`src/shared/sagp_map.svh`:
```
`ifndef SAGP_MAP_SVH
`define SAGP_MAP_SVH
// register byte offsets
`define SAGP_OFF_LEVELS 12'h000
`define SAGP_OFF_LATCH  12'h004
`define SAGP_OFF_DIR    12'h008
`define SAGP_OFF_CONV   12'h00c
`define SAGP_OFF_CMP    12'h010
`define SAGP_OFF_REF    12'h014
// reset values
`define SAGP_RST_LATCH  8'h00
`define SAGP_RST_DIR    8'hff
`define SAGP_RST_CONV   6'h00
`define SAGP_RST_CMP    6'h00
`define SAGP_RST_REF    8'h00
`define SAGP_RST_ANALOG 8'h7f
`define SAGP_RST_SSN    1'h1
// pin masks and pin positions
`define SAGP_ALL_PINS   8'hff
`define SAGP_NO_PIN0    8'hfe
`define SAGP_CMPIN_MASK 8'h78
`define SAGP_PIN_SECOND_COMPARATOR_RESULT  3'h1
`define SAGP_PIN_FIRST_COMPARATOR_RESULT  3'h2
`define SAGP_PIN_REF    3'h5
`define SAGP_PIN_SS     3'h7
// field positions and codes
`define SAGP_REF_OE_BIT 6
`define SAGP_CMP_OFF    3'h7
`define SAGP_CMP_OUTMODE 3'h3
`define SAGP_CHAN_BASE  5'h05
`define SAGP_CHAN_LIMIT 5'h10
`endif

```
`src/shared/sagp_pkg.sv`:
```
package sagp_pkg;
	typedef logic [11:0] sagp_addr_t;
	typedef logic [7:0]  sagp_byte_t;

	typedef struct packed {
		logic [31:0] rdata;
		logic        err;
	} sagp_apb_t;

	typedef struct packed {
		sagp_byte_t  sample;
		sagp_byte_t  latch;
		sagp_byte_t  dir;
		logic [5:0]  conv;
		logic [5:0]  cmp;
		sagp_byte_t  refCtl;
		sagp_byte_t  pinOut;
		sagp_byte_t  pinOe;
		sagp_byte_t  analogSel;
		sagp_byte_t  digIn;
		logic        ssN;
	} sagp_state_t;
endpackage

```
`src/shared/sagp_reg_if.sv`:
```
`timescale 1ns/1ns
interface sagp_reg_if;
	logic                wrEn;
	sagp_pkg::sagp_addr_t addr;
	sagp_pkg::sagp_byte_t wdata;
	sagp_pkg::sagp_byte_t rdata;
	logic                hit;

	modport bridge(output wrEn, addr, wdata, input rdata, hit);
	modport regs(input wrEn, addr, wdata, output rdata, hit);
endinterface

```
`src/sagp_apb_slave.sv`:
```
`timescale 1ns/1ns
module sagp_apb_slave (
	// clock and reset
	input  wire logic                 clk_sys,
	input  wire logic                 rstn,
	// apb slave
	input  wire logic                 psel,
	input  wire logic                 penable,
	input  wire logic                 pwrite,
	input  wire sagp_pkg::sagp_addr_t paddr,
	input  wire logic [31:0]          pwdata,
	input  wire logic [3:0]           pstrb,
	output logic                      pready,
	output logic [31:0]               prdata,
	output logic                      pslverr,
	// register side
	sagp_reg_if.bridge                regs
);
	sagp_pkg::sagp_apb_t st;
	sagp_pkg::sagp_apb_t next_st;

	// zero wait states: read data is caught in the setup cycle
	assign pready     = 1'b1;
	assign prdata     = st.rdata;
	assign pslverr    = st.err;
	assign regs.addr  = paddr;
	assign regs.wdata = pwdata[7:0];
	// data sits in lane 0 only, so lane 0 strobe gates writes
	assign regs.wrEn  = psel & penable & pwrite & regs.hit & pstrb[0];

	always_comb
	begin
		next_st = st;
		if (psel && !penable)
		begin
			next_st.rdata = pwrite ? 32'h0 : {24'h0, regs.rdata};
			next_st.err   = !regs.hit;
		end
	end

	always_ff @(posedge clk_sys or negedge rstn)
	begin
		if (!rstn)
			st <= '{rdata: 32'h0, err: 1'h0};
		else
			st <= next_st;
	end
endmodule

```
`src/sagp_pin_mux.sv`:
```
`timescale 1ns/1ns
`include "sagp_map.svh"
module sagp_pin_mux #(
	parameter logic [7:0] PRESENT = `SAGP_ALL_PINS
) (
	// register view
	input  wire sagp_pkg::sagp_byte_t latch,
	input  wire sagp_pkg::sagp_byte_t dir,
	input  wire logic [3:0]           pinSelect,
	input  wire logic [2:0]           cmpMode,
	input  wire logic                 refOe,
	// comparator results
	input  wire logic                 firstResult,
	input  wire logic                 secondResult,
	// pin steering
	output sagp_pkg::sagp_byte_t      drvOut,
	output sagp_pkg::sagp_byte_t      drvOe,
	output sagp_pkg::sagp_byte_t      analogSel,
	output sagp_pkg::sagp_byte_t      digEn
);
	// a higher select value pushes more channels to digital
	function automatic logic is_analog(input logic [3:0] sel, input logic [2:0] pin);
		logic [4:0] sum;
		sum = {1'b0, sel} + `SAGP_CHAN_BASE + {2'b00, pin};
		return sum < `SAGP_CHAN_LIMIT;
	endfunction

	// a literal cannot be indexed, so the mask gets a name
	localparam logic [7:0] CMPIN = `SAGP_CMPIN_MASK;

	logic cmpOutEn;
	logic refBlock;

	always_comb
	begin
		cmpOutEn = (cmpMode == `SAGP_CMP_OUTMODE);
		refBlock = 1'b0;
		drvOut   = latch;
		drvOe    = 8'h00;
		analogSel = 8'h00;
		digEn    = 8'h00;
		for (int k = 0; k < 8; k++)
		begin
			// channel five base
			// a running comparator owns its input pins
			analogSel[k] = PRESENT[k] && (3'(k) != `SAGP_PIN_SS)
				&& (is_analog(pinSelect, 3'(k))
				|| (CMPIN[k] && cmpMode != `SAGP_CMP_OFF));
			refBlock = (3'(k) == `SAGP_PIN_REF) && refOe;
			digEn[k] = PRESENT[k] && !analogSel[k] && !refBlock;
			drvOe[k] = PRESENT[k] && !dir[k] && !refBlock;
		end
		if (cmpOutEn)
		begin
			drvOut[`SAGP_PIN_SECOND_COMPARATOR_RESULT] = secondResult;
			drvOut[`SAGP_PIN_FIRST_COMPARATOR_RESULT] = firstResult;
		end
	end
endmodule

```
`src/sagp_port.sv`:
```
// Behaviour
// - A pin whose direction bit is 0 is driven from its latch bit, analog select or not.
// - A pin whose direction bit is 1 reads through the data register unless it is analog.
// - Out of reset the analog pins are converter inputs, channel 5 on pin 0 upward.
// - With comparator output on, pin 1 shows comparator 2 and pin 2 comparator 1.
// - With the reference output on, pin 5 neither drives nor reads digitally.
// - A comparator-input pin selected as analog still drives while its direction is 0.
// - Pin 7 feeds the serial slave select while an input and is plain digital otherwise.
// - Pin 0 and its bits exist only in the largest variant.
// - Unimplemented register bits read as zero.
// - Direction 1 floats the driver and direction 0 puts the latch on the pin.
// - After any reset pins 6 to 1 are analog and read as zero.
// - Reading the latch register returns the latch, not the pin.
//
// Implementation choices: the APB slave port and the address map.
`timescale 1ns/1ns
`include "sagp_map.svh"
module sagp_port #(
	parameter logic HAS_PIN0 = 1'b1
) (
	// clock and reset
	input  wire logic                 clk_sys,
	input  wire logic                 rstn,
	// apb slave
	input  wire logic                 psel,
	input  wire logic                 penable,
	input  wire logic                 pwrite,
	input  wire sagp_pkg::sagp_addr_t paddr,
	input  wire logic [31:0]          pwdata,
	input  wire logic [3:0]           pstrb,
	output logic                      pready,
	output logic [31:0]               prdata,
	output logic                      pslverr,
	// port pins
	input  wire sagp_pkg::sagp_byte_t pinIn,
	output sagp_pkg::sagp_byte_t      pinOut,
	output sagp_pkg::sagp_byte_t      pinOe,
	// analog and serial neighbours
	input  wire logic                 firstComparatorResult,
	input  wire logic                 secondComparatorResult,
	output sagp_pkg::sagp_byte_t      analogSelect,
	output logic [1:0]                converterRefSelect,
	output logic [5:0]                comparatorSetting,
	output sagp_pkg::sagp_byte_t      referenceSetting,
	output logic                      referenceOutputEnable,
	output logic                      serialSlaveSelectN
);
	localparam logic [7:0] PRESENT = HAS_PIN0 ? `SAGP_ALL_PINS : `SAGP_NO_PIN0;

	sagp_pkg::sagp_state_t st;
	sagp_pkg::sagp_state_t next_st;
	sagp_pkg::sagp_byte_t  drvOut;
	sagp_pkg::sagp_byte_t  drvOe;
	sagp_pkg::sagp_byte_t  anaSel;
	sagp_pkg::sagp_byte_t  digEn;

	sagp_reg_if regBus ();

	function automatic logic reg_hit(input sagp_pkg::sagp_addr_t a);
		return a == `SAGP_OFF_LEVELS || a == `SAGP_OFF_LATCH
			|| a == `SAGP_OFF_DIR || a == `SAGP_OFF_CONV
			|| a == `SAGP_OFF_CMP || a == `SAGP_OFF_REF;
	endfunction

	////////////////////////////////////////////////////////////////////////////////
	sagp_apb_slave u_apb (
		.clk_sys (clk_sys),
		.rstn    (rstn),
		.psel    (psel),
		.penable (penable),
		.pwrite  (pwrite),
		.paddr   (paddr),
		.pwdata  (pwdata),
		.pstrb   (pstrb),
		.pready  (pready),
		.prdata  (prdata),
		.pslverr (pslverr),
		.regs    (regBus.bridge)
	);

	sagp_pin_mux #(
		.PRESENT (PRESENT)
	) u_mux (
		.latch        (st.latch),
		.dir          (st.dir),
		.pinSelect    (st.conv[3:0]),
		.cmpMode      (st.cmp[2:0]),
		.refOe        (st.refCtl[`SAGP_REF_OE_BIT]),
		.firstResult  (firstComparatorResult),
		.secondResult (secondComparatorResult),
		.drvOut       (drvOut),
		.drvOe        (drvOe),
		.analogSel    (anaSel),
		.digEn        (digEn)
	);

	////////////////////////////////////////////////////////////////////////////////
	assign regBus.hit = reg_hit(regBus.addr);

	always_comb
	begin
		regBus.rdata = 8'h00;
		unique case (regBus.addr)
			`SAGP_OFF_LEVELS: regBus.rdata = st.digIn & PRESENT;
			`SAGP_OFF_LATCH:  regBus.rdata = st.latch & PRESENT;
			`SAGP_OFF_DIR:    regBus.rdata = st.dir & PRESENT;
			`SAGP_OFF_CONV:   regBus.rdata = {2'h0, st.conv};
			`SAGP_OFF_CMP:    regBus.rdata = {secondComparatorResult,
				firstComparatorResult, st.cmp};
			`SAGP_OFF_REF:    regBus.rdata = st.refCtl;
			default:          regBus.rdata = 8'h00;
		endcase
	end

	////////////////////////////////////////////////////////////////////////////////
	always_comb
	begin
		next_st        = st;
		next_st.sample = pinIn;
		next_st.digIn  = st.sample & digEn;
		next_st.pinOut = drvOut & PRESENT;
		next_st.pinOe  = drvOe;
		next_st.analogSel = anaSel;
		next_st.ssN    = st.dir[`SAGP_PIN_SS] ? st.sample[`SAGP_PIN_SS] : 1'b1;
		if (regBus.wrEn)
		begin
			// writes to the data register land in the latch
			unique case (regBus.addr)
				`SAGP_OFF_LEVELS: next_st.latch = regBus.wdata;
				`SAGP_OFF_LATCH:  next_st.latch = regBus.wdata;
				`SAGP_OFF_DIR:    next_st.dir = regBus.wdata;
				`SAGP_OFF_CONV:   next_st.conv = regBus.wdata[5:0];
				`SAGP_OFF_CMP:    next_st.cmp = regBus.wdata[5:0];
				`SAGP_OFF_REF:    next_st.refCtl = regBus.wdata;
				default:          next_st = next_st;
			endcase
		end
	end

	always_ff @(posedge clk_sys or negedge rstn)
	begin
		if (!rstn)
			st <= '{sample: 8'h00, latch: `SAGP_RST_LATCH, dir: `SAGP_RST_DIR,
				conv: `SAGP_RST_CONV, cmp: `SAGP_RST_CMP, refCtl: `SAGP_RST_REF,
				pinOut: 8'h00, pinOe: 8'h00, analogSel: `SAGP_RST_ANALOG,
				digIn: 8'h00, ssN: `SAGP_RST_SSN};
		else
			st <= next_st;
	end

	////////////////////////////////////////////////////////////////////////////////
	assign pinOut                = st.pinOut;
	assign pinOe                 = st.pinOe;
	// pin 0 analog bit is held low when the pin is absent
	assign analogSelect          = st.analogSel & PRESENT;
	assign converterRefSelect    = st.conv[5:4];
	assign comparatorSetting     = st.cmp;
	assign referenceSetting      = st.refCtl;
	assign referenceOutputEnable = st.refCtl[`SAGP_REF_OE_BIT];
	assign serialSlaveSelectN    = st.ssN;
endmodule

```
`config.mk`:
```
export PLATFORM = sky130hd
export DESIGN_NAME = sagp_port
export DESIGN_NICKNAME = d
export VERILOG_FILES = /design/src/shared/sagp_pkg.sv /design/src/shared/sagp_reg_if.sv /design/src/sagp_apb_slave.sv /design/src/sagp_pin_mux.sv /design/src/sagp_port.sv
export VERILOG_INCLUDE_DIRS = /design/src /design/src/shared
export SDC_FILE = /design/constraint.sdc
export NUM_CORES = 1
export LEC_CHECK = 0
export ABC_AREA = 0
export BUFFER_PORTS_ARGS = -buffer_cell sky130_fd_sc_hd__clkbuf_2
export CORE_MARGIN = 4
export CORE_UTILIZATION = 54
export DETAILED_ROUTE_END_ITERATION = 6
export GPL_ROUTABILITY_DRIVEN = 0
export GPL_TIMING_DRIVEN = 0
export PLACE_DENSITY_LB_ADDON = 0.25
export SYNTH_ARGS = -nofsm -noshare
export SYNTH_HDL_FRONTEND = slang
export SYNTH_SLANG_ARGS = --single-unit
```
`constraint.sdc`:
```
create_clock -name clk_sys -period 2.8 [get_ports clk_sys]
set_input_delay 0.14 -clock clk_sys [delete_from_list [all_inputs] [get_ports clk_sys]]
set_output_delay 0.14 -clock clk_sys [all_outputs]
set_load 0.005 [all_outputs]
```
=== Word level (Yosys, flattened, before mapping) ===
Index checks and enable logic that the tools add are counted.

* Bits in registers: 109
* Input bits: 63
* Output and inout port bits: 76
* Word-level logic and storage cells: 80

* Add/subtract/negate cells: 7
* $lt $le $gt $ge: 7
* Equal/unequal tests: 7
* Mux-type cells: 4
* Bitwise gates (word level): 5
* Reduce and logical (&&, ||, !) cells: 37

{| class="wikitable"
|+ Operator list
! cell !! number
|-
| 8-bit case mux with 6 select lines || 1
|-
| 5-bit less-than comparator (second input constant) || 7
|-
| 12-bit by 4-bit == test with 1-bit output (second input constant) || 2
|-
| 12-bit by 5-bit == test with 1-bit output (second input constant) || 2
|-
| 1-bit logical NOT || 18
|-
| 5-bit by 3-bit adder with 5-bit output (second input constant) || 3
|-
| 12-bit by 3-bit == test with 1-bit output (second input constant) || 1
|-
| 12-bit logical NOT || 1
|-
| 5-bit by 2-bit adder with 5-bit output (second input constant) || 2
|-
| 2-bit AND reduction || 5
|-
| 1-bit logical OR || 9
|-
| 8-bit AND || 1
|-
| 8-bit 2-to-1 mux || 1
|-
| 4-bit by 3-bit adder with 5-bit output (second input constant) || 1
|-
| 5-bit by 1-bit adder with 5-bit output (second input constant) || 1
|-
| 1-bit AND || 4
|-
| 3-bit by 2-bit == test with 1-bit output (second input constant) || 1
|-
| 1-bit logical AND || 3
|-
| 3-bit inequality test (second input constant) || 1
|-
| 2-bit 2-to-1 mux || 1
|-
| 2-bit OR reduction || 1
|-
| 1-bit 2-to-1 mux || 1
|}

=== Longest topological paths before layout ===
* Depth in word-level cells: 9
* Mapped depth: 7
* Depth with buffers taken out: 6

=== By module ===
From an unflattened synthesis, not the netlist that was laid out.

* Cell total of the unflattened synthesis: 379
* Area, all modules: 4,530.6 µm²

{| class="wikitable"
|+ Modules (own cells, without submodules)
! module !! times used !! cells an instance !! area an instance (µm²) !! seq. area each (µm²)
|-
| sagp_port || 1 || 224 || 3,270.6 || 1,946.9
|-
| sagp_apb_slave || 1 || 79 || 800.8 || 225.2
|-
| sagp_pin_mux || 1 || 76 || 459.2 || 0.0
|}

=== Least setup slack after synthesis ===
No wires, ideal clock.

* Path kind: input to register
* Start point: input paddr[9]
* End point: register st[61] (netlist name)
* Setup time: 0.125 ns
* Data arrival time: 1.877 ns
* Data required time: 2.675 ns
* Path slack: 0.798 ns
* Stages: 4
* Path buffers: 0
* Path through: or4_4 -> or4_4 -> nor2_2 -> mux2_2

* Word-level cells in the longest chain between the ends: 9
* Elaborated cells on any way between the ends: 15
* Those cells by class: 5 x eq/ne; 2 x bitwise; 8 x reduce/logical

{| class="wikitable"
|+ Ends and longest elaborated chain
! what !! line !! text
|-
| start, declared || sagp_port.sv:28 || <nowiki>input wire sagp_pkg::sagp_addr_t paddr,</nowiki>
|-
| 12-bit by 3-bit == test with 1-bit output or 12-bit logical NOT (tied branches) || sagp_port.sv:128 || <nowiki>unique case (regBus.addr)</nowiki>
|-
| 1-bit logical OR (no line) (5 in a row) || n/a ||
|-
| 1-bit AND (2 in a row) || sagp_apb_slave.sv:29 || <nowiki>assign regs.wrEn = psel & penable & pwrite & regs.hit & pstrb[0];</nowiki>
|-
| 2-bit AND reduction (no line) * || n/a ||
|-
| end signal, assigned || sagp_port.sv:143 || <nowiki>st <= '{sample: 8'h00, latch: `SAGP_RST_LATCH, dir: `SAGP_RST_DIR,</nowiki>
|-
| end signal, assigned || sagp_port.sv:148 || <nowiki>st <= next_st;</nowiki>
|-
| end, declared || sagp_port.sv:50 || <nowiki>sagp_pkg::sagp_state_t st;</nowiki>
|}

Mark *: on every way between the ends. The rest lies on a longest branch, timed or not.
A chain may end at the register's enable or synchronous reset.

=== Final worst setup path ===
* Start point: input paddr[1]
* End point: register u_apb.st, in the netlist u_apb.prdata[2]

* Word-level cells in the longest chain between the ends: 3
* Elaborated cells on any way between the ends: 8
* Those cells by class: 5 x eq/ne; 2 x mux; 1 x reduce/logical

{| class="wikitable"
|+ Ends and longest elaborated chain
! what !! line !! text
|-
| 12-bit by 5-bit == test with 1-bit output (tied with other cells) || sagp_port.sv:103 || <nowiki>unique case (regBus.addr)</nowiki>
|-
| 8-bit case mux with 6 select lines * || sagp_port.sv:103 ||
|-
| 8-bit 2-to-1 mux * || sagp_apb_slave.sv:36 || <nowiki>next_st.rdata = pwrite ? 32'h0 : {24'h0, regs.rdata};</nowiki>
|-
| end signal, assigned || sagp_apb_slave.sv:44 || <nowiki>st <= '{rdata: 32'h0, err: 1'h0};</nowiki>
|-
| end signal, assigned || sagp_apb_slave.sv:46 || <nowiki>st <= next_st;</nowiki>
|-
| end, declared || sagp_apb_slave.sv:19 || <nowiki>sagp_pkg::sagp_apb_t st;</nowiki>
|}

Marked as above.

==> flow_summary_export.csv <==
group,metric,value,unit
floorplanning,ios,139,
timing,max_freq,503,MHz
run,cap_violations,0,
timing,drv_slew,0,
synth,synth_cell_types,41,
detailed_routing,viasPerCell,4.83,
cts,cts_resized,0,
worst_hold_path,min_to,"referenceSetting[7]$_DFFE_PN0P_",
grt,grt_pass1_wl,13200,um
synth,synth_top_area_frac,0.425,
layout,n_antenna_cell,0,
floorplanning,rows,31,
detailed_routing,vias,2710,
synth,synth.largest_area_cell,"dfrtp_1",
grt,grt_pass1_vias,2707,
floorplanning,core-area,7290,um2
synth,synthFlopType,"dfrtp_1",
cts,path_clk_slew,100,ps
floorplanning,die-height,94.7,um
worst_setup_path,start_kind,"input pin",
place,dpl.hpwl,6080,um
synth,synthArstFlopShare,1.00,
worst_hold_path,hp-start,"pwdata[7]",
cts,tritoncts,"yes",
synth,seq_area_frac_synth,0.529,
cts,htree_levels,3,
detailed_routing,drc_errors,0,
worst_setup_path,endpoint_kind,"flop",
worst_setup_path,crit_path_max_fanout,6,
synth,synthTopCellsByCount,"dfrtp_1, buf_4, mux2_2",
floorplanning,design.die.area,8970,um2
layout,syn_to_final_growth,23.8,%
timing,worst_pin_slew,1140,ps
grt,track_usage,0.196,
detailed_routing,ant_nets,0,
synth,syn_inst,328,
worst_setup_path,r2r_end,"st[2]$_DFF_PN0_",
synth,synth_edf_count,0,
timing,setup_viol,0,
synth,yosysWarnings,0,
worst_setup_path,path_class,"input pin to flop",
place,placed_area,4730,um2
detailed_routing,wire_per_inst,14.9,um
timing,rsz0062_at_grt,"no",
worst_setup_path,r2r_cells,6,
layout,nFillCells,563,
grt,grt_max_degree,48,
cts,clock_latency,350,ps
timing,skew,13.9,ps
worst_setup_path,crit_arrival,2270,ps
worst_setup_path,r2r-start,"st[47]$_DFFE_PN0P_",
synth,ys_ff_latch,85,
power_and_ir_drop,vdd_drop_max,0.000331,V
synth,synth_area_leaders,"dfrtp_1, buf_4, dfstp_2",
synth,syn_area,4060,um2
floorplanning,start_util,0.557,
detailed_routing,drt-pass1-iter-count,4,
timing,maxSlewHeadroom,0.230,
grt,grt_remaining_overflow,0,
cts,clock-root-buffer,"clkbuf_8",
synth,synth.most_common_cell,"dfrtp_1",
cts,cts_made_buffers,9,
layout,finalInstanceArea,5020,um2
timing,finalCriticalPeriod,1990,ps
cts,clk_path_buf_depth,2,
synth,syn_avg_cell_area,12.4,um2
worst_hold_path,hp-class,"input pin to flop",
power_and_ir_drop,p_leak,0.00259,uW
power_and_ir_drop,power_density,452,nW/um2
detailed_routing,drtIter0Drc,121,
worst_setup_path,r2r_slack,860,ps
detailed_routing,drt_wl_total,8370,um
worst_setup_path,required,3090,ps
place,io_buffer_count,84,
layout,nets,522,
status,status,"finished clean",
floorplanning,die_w,94.7,um
timing,hold_viol,0,
timing,setup-tns-final,0,ps
grt,antenna_found_initial,0,
cts,cts.sinks,85,
layout,drive_gt1_frac,0.528,
worst_setup_path,cp-startpoint,"paddr[1]",
timing,min_period_over_period,0.710,
worst_hold_path,hold_path_depth,2,
-- worst max path at each step --
stage	end	slack, ps	depth (start not counted)
after floorplan	st[61]$_DFFE_PN0P_	800	4
after global placement	u_apb.prdata[7]$_DFFE_PN0P_	320	5
after detailed placement	u_apb.prdata[2]$_DFFE_PN0P_	410	5
after CTS	u_apb.prdata[2]$_DFFE_PN0P_	780	5
after global routing	st[2]$_DFF_PN0_	650	6
final	u_apb.prdata[2]$_DFFE_PN0P_	810	5
-- cell type report --
type                    instances  area, um2  share of cell area
plain buffers                  74        529               0.105
clock buffers                   9        124              0.0247
clock inverters                 7       80.1              0.0159
inverters                      12       45.0             0.00896
multi-input cells             181       1440               0.286
flip-flops and latches         85       2150               0.427
well taps                      99        124              0.0247
repair buffers                 94        541               0.108
-- metal layers --
layer / global-route usage / wire, um / up-vias
met3: 0.0438 / 615 / 11
met5: 0 / 0 / -
li1: - / - / 1296
met2: 0.330 / 4170 / 98
met4: 0.0745 / 144 / 0
met1: 0.247 / 3430 / 1305
-- cell usage in the layout (no fill, tap or decap), drive strengths merged, types with 5 or more instances in the layout --
cell,n
nand2,22
inv,15
nand2b,5
a22oi,6
mux4,8
a21o,6
dfstp,16
buf,67
conb,26
clkbuf,101
o21ai,8
a21oi,8
nor2b,5
mux2,39
nor3,5
dlygate4sd3,9
dfrtp,69
nor2,9
-- worst max-delay path, cell delays in order --
cell and delay, ps:
clkbuf_2 100, or4b_2 760, nor4_1 960, a22oi_1 180, nand2_1 130
-- power by group --
group / switching [uW] / total, uW / internal (uW)
combinational: 75.5 / 144 / 68.5
clock: 462 / 886 / 425
sequential: 2.80 / 1240 / 1240
-- timing repair --
| action | CTS | global route |
|---|---|---|
| hold endpoints to repair | 38 | 0 |
| buffers inserted | 0 | 0 |
| hold buffers | 9 | 0 |
-- sequential cells by signal, indices dropped and copies added (netlist names) --
| signal | count |
|---|---|
| st | 36 |
| pinOe | 8 |
| pinOut | 8 |
| referenceSetting | 8 |
| u_apb.prdata | 8 |
| analogSelect | 7 |
| comparatorSetting | 6 |
| converterRefSelect | 2 |
| serialSlaveSelectN | 1 |
| u_apb.pslverr | 1 |
-- kinds of logic (layout without fill, tap and decap cells) --
| logic type | Yosys count | in the layout | synth area share |
|---|---|---|---|
| and+or+nand+nor | 71 | 71 | 0.104 |
| other | 2 | 26 | 0.00185 |
| muxes | 47 | 47 | 0.160 |
| buffers and inverters | 86 | 196 | 0.141 |
| DFF | 85 | 85 | 0.529 |
| AOI/OAI and AO/OA | 35 | 35 | 0.0573 |
| adders and majority gates | 2 | 2 | 0.00616 |
-- stage by stage --
step	total power, uW	utilization	std cells	hold slack [ps]	worst slack, ps
finish	2270	0.689	561	48.5	813
global route	2360	0.689	561	32.7	648
CTS	2290	0.689	561	31.0	781
detailed placement	1400	0.649	536	188	407
global placement	1390	0.644	535	248	324
floorplan	1330	-	352	-156	798
Power figures use the tool's default switching activity.
